[config.mk]
export PLATFORM = sky130hd
export DESIGN_NAME = adc_single_conv
export DESIGN_NICKNAME = d
export VERILOG_FILES = /design/src/rtl/adc_pkg.sv /design/src/rtl/adc_result_format.sv /design/src/rtl/adc_single_conv.sv
export SDC_FILE = /design/constraint.sdc
export NUM_CORES = 1
export LEC_CHECK = 0
export BUFFER_PORTS_ARGS = -buffer_cell sky130_fd_sc_hd__buf_2
export CAP_MARGIN = 40
export CORE_MARGIN = 2
export CORE_UTILIZATION = 50
export CTS_CLUSTER_DIAMETER = 100
export DETAILED_ROUTE_END_ITERATION = 8
export PLACE_DENSITY = 0.72
export SLEW_MARGIN = 10
export SYNTH_ARGS = -nofsm -noshare
export SYNTH_HDL_FRONTEND = slang
export SYNTH_SLANG_ARGS = --single-unit
[constraint.sdc]
create_clock -name aclk -period 3.56 [get_ports aclk]
set_input_delay 0.356 -clock aclk [delete_from_list [all_inputs] [get_ports aclk]]
set_output_delay 0.356 -clock aclk [all_outputs]
set_load 0.02 [all_outputs]
[src/rtl/adc_pkg.sv]
/*
 Shared constants and types for the single-conversion converter control.
 Assumes a 32-bit register bus with byte addresses in the low eight bits.
*/
package adc_pkg;
   // Register byte offsets
   localparam logic [7:0] CTRL_A_OFF  = 8'h00;
   localparam logic [7:0] CTRL_B_OFF  = 8'h04;
   localparam logic [7:0] CTRL_C_OFF  = 8'h08;
   localparam logic [7:0] CTRL_E_OFF  = 8'h0C;
   localparam logic [7:0] CTRL_F_OFF  = 8'h10;
   localparam logic [7:0] COMMAND_OFF = 8'h14;
   localparam logic [7:0] AMP_CTL_OFF = 8'h18;
   localparam logic [7:0] FLAGS_OFF   = 8'h1C;
   localparam logic [7:0] RESULT_OFF  = 8'h20;
   localparam logic [7:0] SAMPLE_OFF  = 8'h24;
   // Field positions
   localparam int ENABLE_BIT    = 0;
   localparam int STAY_WARM_BIT = 1;
   localparam int RESTART_BIT   = 0;
   localparam int ALIGN_BIT     = 1;
   localparam int START_BIT     = 0;
   localparam int EIGHT_BIT     = 1;
   localparam int TWO_INPUT_BIT = 2;
   localparam int AMP_EN_BIT    = 3;
   localparam int DONE_BIT      = 0;
   localparam int SINGLE_BIT    = 1;
   localparam int BUSY_BIT      = 2;
   localparam int AMP_LEN_LSB   = 4;
   // Values after reset
   localparam logic [7:0] AMP_CTL_RESET = 8'h21;
   localparam logic [7:0] TIMEBASE_RESET = 8'h01;
   // Conversion lengths after sampling, counted in half conversion clocks
   localparam logic [9:0] CONV12_HALF = 10'h01F;
   localparam logic [9:0] CONV8_HALF  = 10'h017;
   // Bus responses
   localparam logic [1:0] RESP_OKAY   = 2'h0;
   localparam logic [1:0] RESP_SLVERR = 2'h2;

   typedef enum logic [1:0] {ST_IDLE, ST_INIT, ST_ACQUIRE, ST_CONVERT} seq_state_type;

   typedef struct packed {
      logic two_input;
      logic eight_bit;
      logic msb_align;
   } format_cfg_type;
endpackage

[src/rtl/adc_result_format.sv]
/*
 Turns the raw converter value into the sample and result words.
 Assumes the raw value is held stable while the caller captures the outputs.
*/
`timescale 1ns/1ps
module adc_result_format (
   input  wire logic                    aclk,
   input  wire logic                    aresetn,
   input  wire logic                    load,
   input  wire adc_pkg::format_cfg_type cfg,
   input  wire logic signed [13:0]      raw_code,
   output logic [15:0]                  sample_word,
   output logic [31:0]                  result_word
);
   import adc_pkg::*;

   logic signed [13:0] hi_lim;
   logic signed [13:0] lo_lim;
   logic signed [13:0] clipped;
   logic [15:0]        next_sample;
   logic               use_align;

   // Code range per input kind and width
   always_comb begin
      if (cfg.two_input) begin
         hi_lim = cfg.eight_bit ? 14'sd127 : 14'sd2047;
         lo_lim = cfg.eight_bit ? -14'sd128 : -14'sd2048;
      end else begin
         hi_lim = cfg.eight_bit ? 14'sd255 : 14'sd4095;
         lo_lim = 14'sd0;
      end
   end

   // Saturate, extend and align
   always_comb begin
      use_align = cfg.msb_align && !cfg.eight_bit;
      if (raw_code > hi_lim) begin
         clipped = hi_lim;
      end else if (raw_code < lo_lim) begin
         clipped = lo_lim;
      end else begin
         clipped = raw_code;
      end
      if (use_align) begin
         next_sample = {clipped[11:0], 4'h0};
      end else if (cfg.two_input) begin
         next_sample = {{2{clipped[13]}}, clipped};
      end else begin
         next_sample = {4'h0, clipped[11:0]};
      end
   end

   // Both words updated from the same value
   always_ff @(posedge aclk) begin
      if (!aresetn) begin
         sample_word <= 16'h0000;
         result_word <= 32'h0000_0000;
      end else if (load) begin
         sample_word <= next_sample;
         result_word <= cfg.two_input ? {{16{next_sample[15]}}, next_sample}
                                      : {16'h0000, next_sample};
      end
   end
endmodule

[src/rtl/adc_single_conv.sv]
/*
 Converter sequencer, clock divider, timebase and AXI4-Lite register file.
 Assumes the analog core presents its value on raw_code when conv_done pulses.
*/
`timescale 1ns/1ps
module adc_single_conv #(
   parameter int INIT_US = 60
) (
   input  wire logic               aclk,
   input  wire logic               aresetn,
   input  wire logic [7:0]         s_axi_awaddr,
   input  wire logic               s_axi_awvalid,
   output logic                    s_axi_awready,
   input  wire logic [31:0]        s_axi_wdata,
   input  wire logic [3:0]         s_axi_wstrb,
   input  wire logic               s_axi_wvalid,
   output logic                    s_axi_wready,
   output logic [1:0]              s_axi_bresp,
   output logic                    s_axi_bvalid,
   input  wire logic               s_axi_bready,
   input  wire logic [7:0]         s_axi_araddr,
   input  wire logic               s_axi_arvalid,
   output logic                    s_axi_arready,
   output logic [31:0]             s_axi_rdata,
   output logic [1:0]              s_axi_rresp,
   output logic                    s_axi_rvalid,
   input  wire logic               s_axi_rready,
   input  wire logic               start_trigger,
   input  wire logic signed [13:0] raw_code,
   output logic                    input_sampling,
   output logic                    amp_hold,
   output logic                    converting,
   output logic                    conv_done,
   output logic [1:0]              amp_current_sel
);
   import adc_pkg::*;

   logic            enable;
   logic            stay_warm;
   logic [2:0]      clock_divider_sel;
   logic [7:0]      timebase;
   logic [7:0]      acquire_length;
   logic            auto_restart;
   logic            msb_align;
   format_cfg_type  fmt_cfg;
   logic            amp_enable;
   logic [7:0]      amp_control_reg;
   logic [3:0]      amp_output_acquire_len;
   logic            conversion_done_flag;
   logic            single_done_flag;
   logic [15:0]     latest_sample_word;
   logic [31:0]     conversion_result_word;
   seq_state_type   state;
   logic [2:0]      div_cnt;
   logic            half_tick;
   logic [7:0]      us_cnt;
   logic            us_tick;
   logic [15:0]     init_cnt;
   logic            warm;
   logic [9:0]      phase_cnt;
   logic [9:0]      acq_half;
   logic [9:0]      conv_half;
   logic            aw_held;
   logic            w_held;
   logic [7:0]      aw_addr;
   logic [31:0]     w_data;
   logic            w_lane0;
   logic            wr_go;
   logic            rd_go;
   logic            start_req;
   logic            sw_start;
   logic            clr_done;
   logic            clr_single;

   assign amp_current_sel        = amp_control_reg[1:0];
   assign amp_output_acquire_len = amp_control_reg[AMP_LEN_LSB +: 4];
   assign wr_go = aw_held && w_held && !s_axi_bvalid;
   assign rd_go = s_axi_arvalid && s_axi_arready;
   assign sw_start = wr_go && w_lane0 && aw_addr == COMMAND_OFF && w_data[START_BIT];
   assign start_req = enable && (sw_start || start_trigger);

   // Sampling and converting lengths in half conversion clocks
   assign acq_half  = {1'b0, acquire_length, 1'b0} + (amp_enable ? 10'h002 : 10'h001);
   assign conv_half = (fmt_cfg.eight_bit ? CONV8_HALF : CONV12_HALF)
                      - (amp_enable ? 10'h002 : 10'h001);

   // Half-period enable of the conversion clock; divide ratio is 2*(sel+1)
   always_ff @(posedge aclk) begin
      if (!aresetn || state == ST_IDLE || state == ST_INIT) begin
         div_cnt <= 3'h0;
      end else if (div_cnt == clock_divider_sel) begin
         div_cnt <= 3'h0;
      end else begin
         div_cnt <= div_cnt + 3'h1;
      end
   end
   assign half_tick = state != ST_IDLE && state != ST_INIT && div_cnt == clock_divider_sel;

   // Microsecond timebase, independent of the conversion clock
   always_ff @(posedge aclk) begin
      if (!aresetn || state != ST_INIT) begin
         us_cnt <= 8'h00;
      end else if (us_cnt + 8'h01 >= timebase) begin
         us_cnt <= 8'h00;
      end else begin
         us_cnt <= us_cnt + 8'h01;
      end
   end
   assign us_tick = state == ST_INIT && us_cnt + 8'h01 >= timebase;

   // Initialization delay in microseconds
   always_ff @(posedge aclk) begin
      if (!aresetn || state != ST_INIT) begin
         init_cnt <= 16'h0000;
      end else if (us_tick) begin
         init_cnt <= init_cnt + 16'h0001;
      end
   end

   // Warm state remembered while enabled
   always_ff @(posedge aclk) begin
      if (!aresetn || !enable) begin
         warm <= 1'b0;
      end else if (state == ST_INIT && us_tick && init_cnt == 16'(INIT_US - 1)) begin
         warm <= 1'b1;
      end
   end

   // Conversion sequencer
   always_ff @(posedge aclk) begin
      if (!aresetn || !enable) begin
         state     <= ST_IDLE;
         phase_cnt <= 10'h000;
      end else begin
         unique case (state)
            ST_IDLE: begin
               phase_cnt <= 10'h000;
               if (start_req) begin
                  state <= (stay_warm && warm) ? ST_ACQUIRE : ST_INIT;
               end
            end
            ST_INIT: begin
               if (us_tick && init_cnt == 16'(INIT_US - 1)) begin
                  state <= ST_ACQUIRE;
               end
            end
            ST_ACQUIRE: begin
               if (half_tick) begin
                  if (phase_cnt == acq_half - 10'h001) begin
                     phase_cnt <= 10'h000;
                     state     <= ST_CONVERT;
                  end else begin
                     phase_cnt <= phase_cnt + 10'h001;
                  end
               end
            end
            ST_CONVERT: begin
               if (half_tick) begin
                  if (phase_cnt == conv_half - 10'h001) begin
                     phase_cnt <= 10'h000;
                     if (auto_restart) begin
                        state <= (stay_warm && warm) ? ST_ACQUIRE : ST_INIT;
                     end else begin
                        state <= ST_IDLE;
                     end
                  end else begin
                     phase_cnt <= phase_cnt + 10'h001;
                  end
               end
            end
         endcase
      end
   end

   // Front-end controls; the amplifier holds only while its output is acquired
   assign conv_done      = state == ST_CONVERT && half_tick && phase_cnt == conv_half - 10'h001;
   assign input_sampling = state == ST_ACQUIRE;
   assign converting     = state == ST_CONVERT;
   assign amp_hold       = amp_enable && state == ST_CONVERT
                           && phase_cnt < {5'h00, amp_output_acquire_len, 1'b0};

   adc_result_format u_format (
      .aclk        (aclk),
      .aresetn     (aresetn),
      .load        (conv_done),
      .cfg         (fmt_cfg),
      .raw_code    (raw_code),
      .sample_word (latest_sample_word),
      .result_word (conversion_result_word)
   );

   // Done flags; a new result wins over any clear in the same cycle
   assign clr_done   = (rd_go && s_axi_araddr == RESULT_OFF)
                       || (wr_go && w_lane0 && aw_addr == FLAGS_OFF && w_data[DONE_BIT]);
   assign clr_single = (rd_go && s_axi_araddr == SAMPLE_OFF)
                       || (wr_go && w_lane0 && aw_addr == FLAGS_OFF && w_data[SINGLE_BIT]);
   always_ff @(posedge aclk) begin
      if (!aresetn) begin
         conversion_done_flag <= 1'b0;
         single_done_flag     <= 1'b0;
      end else begin
         if (conv_done) begin
            conversion_done_flag <= 1'b1;
         end else if (clr_done) begin
            conversion_done_flag <= 1'b0;
         end
         if (conv_done) begin
            single_done_flag <= 1'b1;
         end else if (clr_single) begin
            single_done_flag <= 1'b0;
         end
      end
   end

   // Write address and data taken in either order
   assign s_axi_awready = !aw_held;
   assign s_axi_wready  = !w_held;
   always_ff @(posedge aclk) begin
      if (!aresetn) begin
         aw_held <= 1'b0;
         w_held  <= 1'b0;
         aw_addr <= 8'h00;
         w_data  <= 32'h0000_0000;
         w_lane0 <= 1'b0;
      end else begin
         if (s_axi_awvalid && !aw_held) begin
            aw_held <= 1'b1;
            aw_addr <= s_axi_awaddr;
         end else if (wr_go) begin
            aw_held <= 1'b0;
         end
         if (s_axi_wvalid && !w_held) begin
            w_held <= 1'b1;
            w_data <= s_axi_wdata;
            w_lane0 <= s_axi_wstrb[0];                                      // Strobe taken with data
         end else if (wr_go) begin
            w_held <= 1'b0;
         end
      end
   end

   // Write response
   always_ff @(posedge aclk) begin
      if (!aresetn) begin
         s_axi_bvalid <= 1'b0;
         s_axi_bresp  <= RESP_OKAY;
      end else if (wr_go) begin
         s_axi_bvalid <= 1'b1;
         s_axi_bresp  <= (aw_addr > SAMPLE_OFF || aw_addr[1:0] != 2'h0) ? RESP_SLVERR : RESP_OKAY;
      end else if (s_axi_bready) begin
         s_axi_bvalid <= 1'b0;
      end
   end

   // Control registers; only the low byte lane carries fields
   always_ff @(posedge aclk) begin
      if (!aresetn) begin
         enable            <= 1'b0;
         stay_warm         <= 1'b0;
         clock_divider_sel <= 3'h0;
         timebase          <= TIMEBASE_RESET;
         acquire_length    <= 8'h00;
         auto_restart      <= 1'b0;
         msb_align         <= 1'b0;
         fmt_cfg           <= '0;
         amp_enable        <= 1'b0;
         amp_control_reg   <= AMP_CTL_RESET;
      end else if (wr_go && w_lane0) begin
         unique case (aw_addr)
            CTRL_A_OFF: begin
               enable    <= w_data[ENABLE_BIT];
               stay_warm <= w_data[STAY_WARM_BIT];
            end
            CTRL_B_OFF: clock_divider_sel <= w_data[2:0];
            CTRL_C_OFF: timebase <= w_data[7:0];
            CTRL_E_OFF: acquire_length <= w_data[7:0];
            CTRL_F_OFF: begin
               auto_restart <= w_data[RESTART_BIT];
               msb_align    <= w_data[ALIGN_BIT];
            end
            COMMAND_OFF: begin
               if (state == ST_IDLE) begin
                  fmt_cfg.eight_bit <= w_data[EIGHT_BIT];
                  fmt_cfg.two_input <= w_data[TWO_INPUT_BIT];
                  amp_enable        <= w_data[AMP_EN_BIT];
               end
            end
            AMP_CTL_OFF: amp_control_reg <= w_data[7:0];
            default: ;
         endcase
      end else begin
         fmt_cfg.msb_align <= msb_align;
      end
   end

   // Read channel, one cycle after the address is taken
   assign s_axi_arready = !s_axi_rvalid;
   always_ff @(posedge aclk) begin
      if (!aresetn) begin
         s_axi_rvalid <= 1'b0;
         s_axi_rdata  <= 32'h0000_0000;
         s_axi_rresp  <= RESP_OKAY;
      end else if (rd_go) begin
         s_axi_rvalid <= 1'b1;
         s_axi_rresp  <= RESP_OKAY;
         unique case (s_axi_araddr)
            CTRL_A_OFF:  s_axi_rdata <= {30'h0, stay_warm, enable};
            CTRL_B_OFF:  s_axi_rdata <= {29'h0, clock_divider_sel};
            CTRL_C_OFF:  s_axi_rdata <= {24'h0, timebase};
            CTRL_E_OFF:  s_axi_rdata <= {24'h0, acquire_length};
            CTRL_F_OFF:  s_axi_rdata <= {30'h0, msb_align, auto_restart};
            COMMAND_OFF: s_axi_rdata <= {28'h0, amp_enable, fmt_cfg.two_input,
                                         fmt_cfg.eight_bit, 1'b0};
            AMP_CTL_OFF: s_axi_rdata <= {24'h0, amp_control_reg};
            FLAGS_OFF:   s_axi_rdata <= {29'h0, state != ST_IDLE, single_done_flag,
                                         conversion_done_flag};
            RESULT_OFF:  s_axi_rdata <= conversion_result_word;
            SAMPLE_OFF:  s_axi_rdata <= {16'h0, latest_sample_word};
            default: begin
               s_axi_rdata <= 32'h0000_0000;
               s_axi_rresp <= RESP_SLVERR;
            end
         endcase
      end else if (s_axi_rready) begin
         s_axi_rvalid <= 1'b0;
      end
   end

   // Checks
   property p_acquire_len;
      @(posedge aclk) disable iff (!aresetn)
      state == ST_ACQUIRE && half_tick && enable && phase_cnt == acq_half - 10'h001
      |=> state == ST_CONVERT && phase_cnt == 10'h000;
   endproperty
   a_acquire_len: assert property (p_acquire_len) else $error("sampling length wrong");

   property p_acquire_hold;
      @(posedge aclk) disable iff (!aresetn)
      state == ST_ACQUIRE && enable && !(half_tick && phase_cnt == acq_half - 10'h001)
      |=> state == ST_ACQUIRE;
   endproperty
   a_acquire_hold: assert property (p_acquire_hold) else $error("sampling ended early");

   property p_convert_len;
      @(posedge aclk) disable iff (!aresetn)
      state == ST_CONVERT && enable && !conv_done |=> state == ST_CONVERT;
   endproperty
   a_convert_len: assert property (p_convert_len) else $error("conversion ended early");

   property p_restart;
      @(posedge aclk) disable iff (!aresetn)
      conv_done && auto_restart && enable |=> state == ST_ACQUIRE || state == ST_INIT;
   endproperty
   a_restart: assert property (p_restart) else $error("no automatic restart");

   property p_flags;
      @(posedge aclk) disable iff (!aresetn)
      conv_done |=> conversion_done_flag && single_done_flag;
   endproperty
   a_flags: assert property (p_flags) else $error("done flags not set");

   property p_read_clear;
      @(posedge aclk) disable iff (!aresetn)
      rd_go && s_axi_araddr == RESULT_OFF && !conv_done |=> !conversion_done_flag;
   endproperty
   a_read_clear: assert property (p_read_clear) else $error("flag kept after read");

   property p_same_value;
      @(posedge aclk) disable iff (!aresetn)
      conv_done |=> conversion_result_word[15:0] == latest_sample_word;
   endproperty
   a_same_value: assert property (p_same_value) else $error("words differ");

   property p_upper_zero;
      @(posedge aclk) disable iff (!aresetn)
      conv_done && !fmt_cfg.two_input |=> conversion_result_word[31:16] == 16'h0000;
   endproperty
   a_upper_zero: assert property (p_upper_zero) else $error("upper bits not zero");

   property p_warm_skip;
      @(posedge aclk) disable iff (!aresetn)
      state == ST_IDLE && start_req && stay_warm && warm |=> state == ST_ACQUIRE;
   endproperty
   a_warm_skip: assert property (p_warm_skip) else $error("init repeated");

   c_done:    cover property (@(posedge aclk) conv_done);
   c_restart: cover property (@(posedge aclk) conv_done && auto_restart);
   c_amp:     cover property (@(posedge aclk) amp_hold);
   c_warm:    cover property (@(posedge aclk) state == ST_IDLE && start_req && warm);
endmodule

==> impl_metrics.ini, run 1 <==
[setup_path]
crit_chain = or4_1 -> nor2_1 -> and4_1 -> nand2_1 -> clkinv_1 -> buf_2
slowest_delay_ns = 0.52
cp.required_ns = 3.20
path_class = reg2out
cp_max_fo = 11
critPathSlowestCell = or4_1
crit_start = phase_cnt[6]$_SDFFE_PP0P_
end_kind = output pin
crit_family = simple AND/OR/NAND/NOR gates
startpoint_type = register
worst-path-buf-inv = 2
r2r-start = amp_enable$_SDFFE_PN0P_
critPathArrivalTime_ns = 2.59

[pwr]
swShare = 0.256
p_switching_w = 0.000871
irDropWorstVdd_v = 0.000335
p_leak_nw = 3.55
internal_power_w = 0.00253
total_power_w = 0.00340
pwr-share-comb = 0.052
power_frac_clock = 0.495
pwr-share-seq = 0.453
power.density_nw_per_um2 = 400

[floorplanning]
die-height_um = 127
die-area_um2 = 16000
start_util = 0.514
rows = 44
die-width_um = 127
core_um2 = 14600
ios = 121

[clock_tree]
holdBufCountCts = 0
numClockSinks = 134
clockBufferDepth = 2
cts_buffers = 17
cts_tree = built
post_cts_buffers = 0
cts_resized = 0
h-tree-depth = 4
insertion_delay_ns = 0.42
clkTransAtPathRegs_ns = 0.07
cts_root_buffer = clkbuf_16

[synth]
seq_area_frac_synth = 0.358
synthCells = 885
syn_area_um2 = 7500
synth_edf_count = 0
synth-seq-cells = 134
ys_top_cells_by_area = dfxtp_1 36%, mux2i_1 5.7%, ha_1 5.7%, nand2_1 5.1%, nor2b_1 4.3%
synthArstFlopShare = 0
synth-warning-count = 0
yosysUniqueCellTypes = 68
ys.flop_type = dfxtp_1
syn_area_per_cell_um2 = 8.48
yosysTopAreaCellShare = 0.358
synth_largest_area_cell = dfxtp_1

[layout]
antenna_cells = 0
finalNetCount = 1050
final_area_um2 = 8510
largestRegisters = s_axi_rdata (17), init_cnt (16), u_format.sample_word (15)
area_growth_pct = 13.4
final_cell_mix = 134 x dfxtp_1, 102 x nand2_1, 91 x buf_2, 52 x nor2b_1, 45 x o21ai_0
largest_reg_flops = 17
instances_no_fill = 1139
layout_commonest_cell = dfxtp_1
largest-register = s_axi_rdata
drive_gt1_frac = 0.162

[sta]
setup_viol = 0
hold_viol_final = 0
max_freq_mhz = 339
fin_ws_ns = 0.613
fin_crit_sh = 0.828
fin_crit_ns = 2.95
slew_viol_final = 0
final.setup.tns_ns = 0
worstMarginPinSlew_ns = 0.794
rsz0062_at_grt = no
fin_skew_ns = 0.00885
slew_headroom = 0.467

[routing]
vias_per_cell = 5.66
detail_route.drc_violations = 0
routed_wl_um = 17600
ant_nets = 0
dr.pass1.iters = 5
drtIter0Drc = 469
wire_per_inst_um = 15.4
vias = 6444

[hold_path]
hold_class = in2reg
hp-start = s_axi_awvalid

[grt]
grt_remaining_overflow = 0
grt_pass1_wl_um = 28900
grt_max_degree = 97
grt_use_total = 0.222
antenna_found_initial = 0
grt_pass1_vias = 5864

[place]
gp_congestion = 0.912
portBuffers = 91
hpwl_um = 12800
placed_area_um2 = 7930
dpl.cell_count = 1106
pre_cts_slack_ns = 0.653

[flow_run]
cap_violations = 0

[status]
status = complete, no violations
## layer usage
metal	GRT usage	part of all wire	wire, µm	vias up
li1	-	-	-	3238
met1	0.302	0.48	8400	3031
met2	0.351	0.46	8060	154
met3	0.0493	0.045	790	21
met4	0.0685	0.017	299	0
met5	0	0	0	-
## final timing paths
kind,cells after the start,end,slack (ns)
min reg2reg,2,s_axi_rdata[1]$_SDFFE_PN0P_,0.45
max,6,conv_done,0.61
max reg2reg,9,phase_cnt[3]$_SDFFE_PP0P_,0.64
min,3,aw_held$_SDFFE_PN0P_,0.15
## kinds of logic (layout without fill, tap and decap cells)
family,Yosys count,count (layout),share of synthesized area
compound gates,192,192,0.174
xor+xnor,36,36,0.0420
fa+ha+maj,34,34,0.0567
buf+inv,99,168,0.0602
flops,134,134,0.358
mux,45,45,0.0619
other cells,1,2,0.000500
simple gates,344,344,0.247
## worst register-to-register path, delay by kind of cell (launching register included)
family                   cells  cell delay (ns)
AND/OR/NAND/NOR              6             1.72
flip-flops                   1             0.38
adder cells (fa/ha/maj)      1             0.28
AO/OA/AOI/OAI                1             0.28
XOR/XNOR                     1             0.14
## power groups by stage
stage          Clock [W]  Sequential, W  Combinational, W
6_report         0.00169        0.00154          0.000177
5_1_grt          0.00179        0.00154          0.000197
4_1_cts          0.00171        0.00154          0.000176
3_5_place_dp           0        0.00157          0.000175
3_3_place_gp           0        0.00157          0.000174
2_1_floorplan          0        0.00156          0.000116
## Yosys cell counts (16+ instances only)
cell / instances
dfxtp_1: 134
nand2_1: 102
buf_4: 19
a21boi_0: 33
a21oi_1: 34
clkbuf_1: 33
and3_1: 16
nor2_1: 42
xor2_1: 16
xnor2_1: 20
o21ai_0: 45
mux2i_1: 43
inv_1: 38
ha_1: 34
nor2b_1: 52
nand3_1: 36
## layout make-up
cell class	count	area [µm²]
inverters	39	146
clock buffers	18	439
multi-input cells	653	4380
flip-flops and latches	134	2680
well taps	184	230
clock inverters	14	131
fillers	1332	6080
repair buffers	97	500
## per-stage QoR
step / util / hold WS [ns]
floorplan: - / 0.430
global placement: 0.544 / 0.443
detailed placement: 0.544 / 0.443
CTS: 0.583 / 0.136
global route: 0.583 / 0.148
finish: 0.583 / 0.147
Note: power is estimated with default switching activity, not from simulation.
==> run 2: changes to the inputs <==
clock period = 2.9 ns   (was 3.56 ns; I/O delays follow)
==> run 2 against run 1 <==
Hold slack got worse by 0.060 ns; sequential share of layout area down 0.58 points; sequential power rose by 23%; register-to-register slack worse by 0.55 ns; critical path depth up 3; largest cell class unchanged.
==> impl_metrics.ini, run 2 (synthesis gave the netlist of run 1 again) <==
[layout]
antenna_cells = 0
area_growth_pct = 15.6
layout.core_utilization = 0.595
final_cell_mix = 133 x dfxtp_1, 102 x nand2_1, 91 x buf_2, 52 x nor2b_1, 45 x o21ai_0
finalNetCount = 1063
final_area_um2 = 8670
instances_no_fill = 1152
largest_reg_flops = 17
layout_commonest_cell = dfxtp_1
largest-register = s_axi_rdata
largestRegisters = s_axi_rdata (17), init_cnt (16), u_format.sample_word (15)
drive_gt1_frac = 0.177

[place]
dpl.cell_count = 1119
placed_area_um2 = 8030
hpwl_um = 13300
gp_congestion = 0.919
portBuffers = 91

[floorplanning]
ios = 121
die-width_um = 127
die-height_um = 127
start_util = 0.514
die-area_um2 = 16000
core_um2 = 14600
rows = 44

[sta]
slew_headroom = 0.391
slew_viol_final = 0
fin_crit_sh = 0.969
hold_viol_final = 0
fin_crit_ns = 2.81
worstMarginPinSlew_ns = 0.911
fin_skew_ns = 0.00828
max_freq_mhz = 356
setup_viol = 0
final.setup.tns_ns = 0
rsz0062_at_grt = yes

[clock_tree]
clkTransAtPathRegs_ns = 0.07
insertion_delay_ns = 0.43
numClockSinks = 134
cts_root_buffer = clkbuf_16
h-tree-depth = 4
cts_tree = built
clockBufferDepth = 2
cts_buffers = 17

[grt]
antenna_found_initial = 1
grt_pass1_vias = 5866
grt_use_total = 0.225
grt_pass1_wl_um = 29300
grt_max_degree = 55
grt_remaining_overflow = 0

[routing]
ant_nets = 0
route.top_layer_used = met4
vias = 6434
dr.pass1.iters = 5
routed_wl_um = 17800
wl_met1_um = 8300
drtIter0Drc = 550
wl_met2_um = 8320
vias_per_cell = 5.59
wire_per_inst_um = 15.5
detail_route.drc_violations = 0
dr_wl_met3_um = 922

[setup_path]
cp.required_ns = 3.20
startpoint_type = register
reg2regPathDepth = 9
cp_max_fo = 6
critPathArrivalTime_ns = 3.11
end_kind = register
path_class = reg2reg

[flow_run]
cap_violations = 0

[hold_path]
holdPathStages = 3
hold_class = in2reg

[pwr]
irDropWorstVdd_v = 0.000554
power.density_nw_per_um2 = 503
p_leak_nw = 3.65

[status]
status = complete, no violations
## run 2: cell count changes in the layout (fill, tap and decap cells not counted), sizes merged
cell | before | now
buf | 97 | 110
clkinvlp | 2 | 0
bufinv | 0 | 2
inv | 48 | 49
clkinv | 3 | 2
## run 2: stage by stage
step / setup slack, ns / hold slack [ns] / total power [W]
detailed placement: 0.0637 / 0.449 / 0.00215
floorplan: 0.295 / 0.406 / 0.00206
global route: -0.0536 / 0.0971 / 0.00450
finish: 0.0904 / 0.0871 / 0.00436
CTS: 0.0828 / 0.0700 / 0.00439
global placement: 0.102 / 0.440 / 0.00214
## run 2: final cells by class
| cell class | instances | area [µm²] |
|---|---|---|
| Fill cell | 1305 | 5920 |
| Tap cell | 184 | 230 |
| Clock buffer | 18 | 439 |
| Inverter | 39 | 146 |
| Timing Repair Buffer | 110 | 598 |
| Clock inverter | 14 | 178 |
| Multi-Input combinational cell | 653 | 4400 |
| Sequential cell | 134 | 2680 |
## run 2: final timing paths
| path | slack, ns | endpoint | from |
|---|---|---|---|
| setup / recovery | 0.09 | phase_cnt[5]$_SDFFE_PP0P_ | acquire_length[0]$_SDFFE_PN0P_ |
| hold / removal | 0.09 | aw_held$_SDFFE_PN0P_ | s_axi_awvalid |
| setup reg to reg | 0.09 | phase_cnt[5]$_SDFFE_PP0P_ | acquire_length[0]$_SDFFE_PN0P_ |
| hold reg to reg | 0.45 | s_axi_rdata[1]$_SDFFE_PN0P_ | s_axi_rdata[1]$_SDFFE_PN0P_ |
## run 2: layer usage
metal / vias up / GRT usage
met4: 0 / 0.0808
li1: 3276 / -
met3: 22 / 0.0485
met1: 2958 / 0.304
met5: - / 0
met2: 178 / 0.355
## run 2: what timing repair did
item                       4_1_cts  5_1_grt
gates resized for setup          0        4
hold endpoints to repair         0        0
setup endpoints to repair        0       10
hold buffers                     0        0
setup buffers                    0        1
## run 2: power breakdown
part	switching [W]	leakage, nW	total [W]	internal (W)
Sequential	0.0000292	1.08	0.00189	0.00186
Clock	0.000920	0.307	0.00225	0.00134
Combinational	0.000129	2.26	0.000217	0.0000882
Total	0.00108	3.65	0.00436	0.00328
## run 2: worst max-delay path: stages (launching register included)
cell and delay [ns]:
dfxtp_1 0.30, or2_2 0.31, ha_1 0.28, nor4bb_4 0.30, nor2_1 0.11, xnor2_1 0.13, or4_4 0.50, nor4_4 0.39
o21ba_2 0.28, nor3_1 0.07
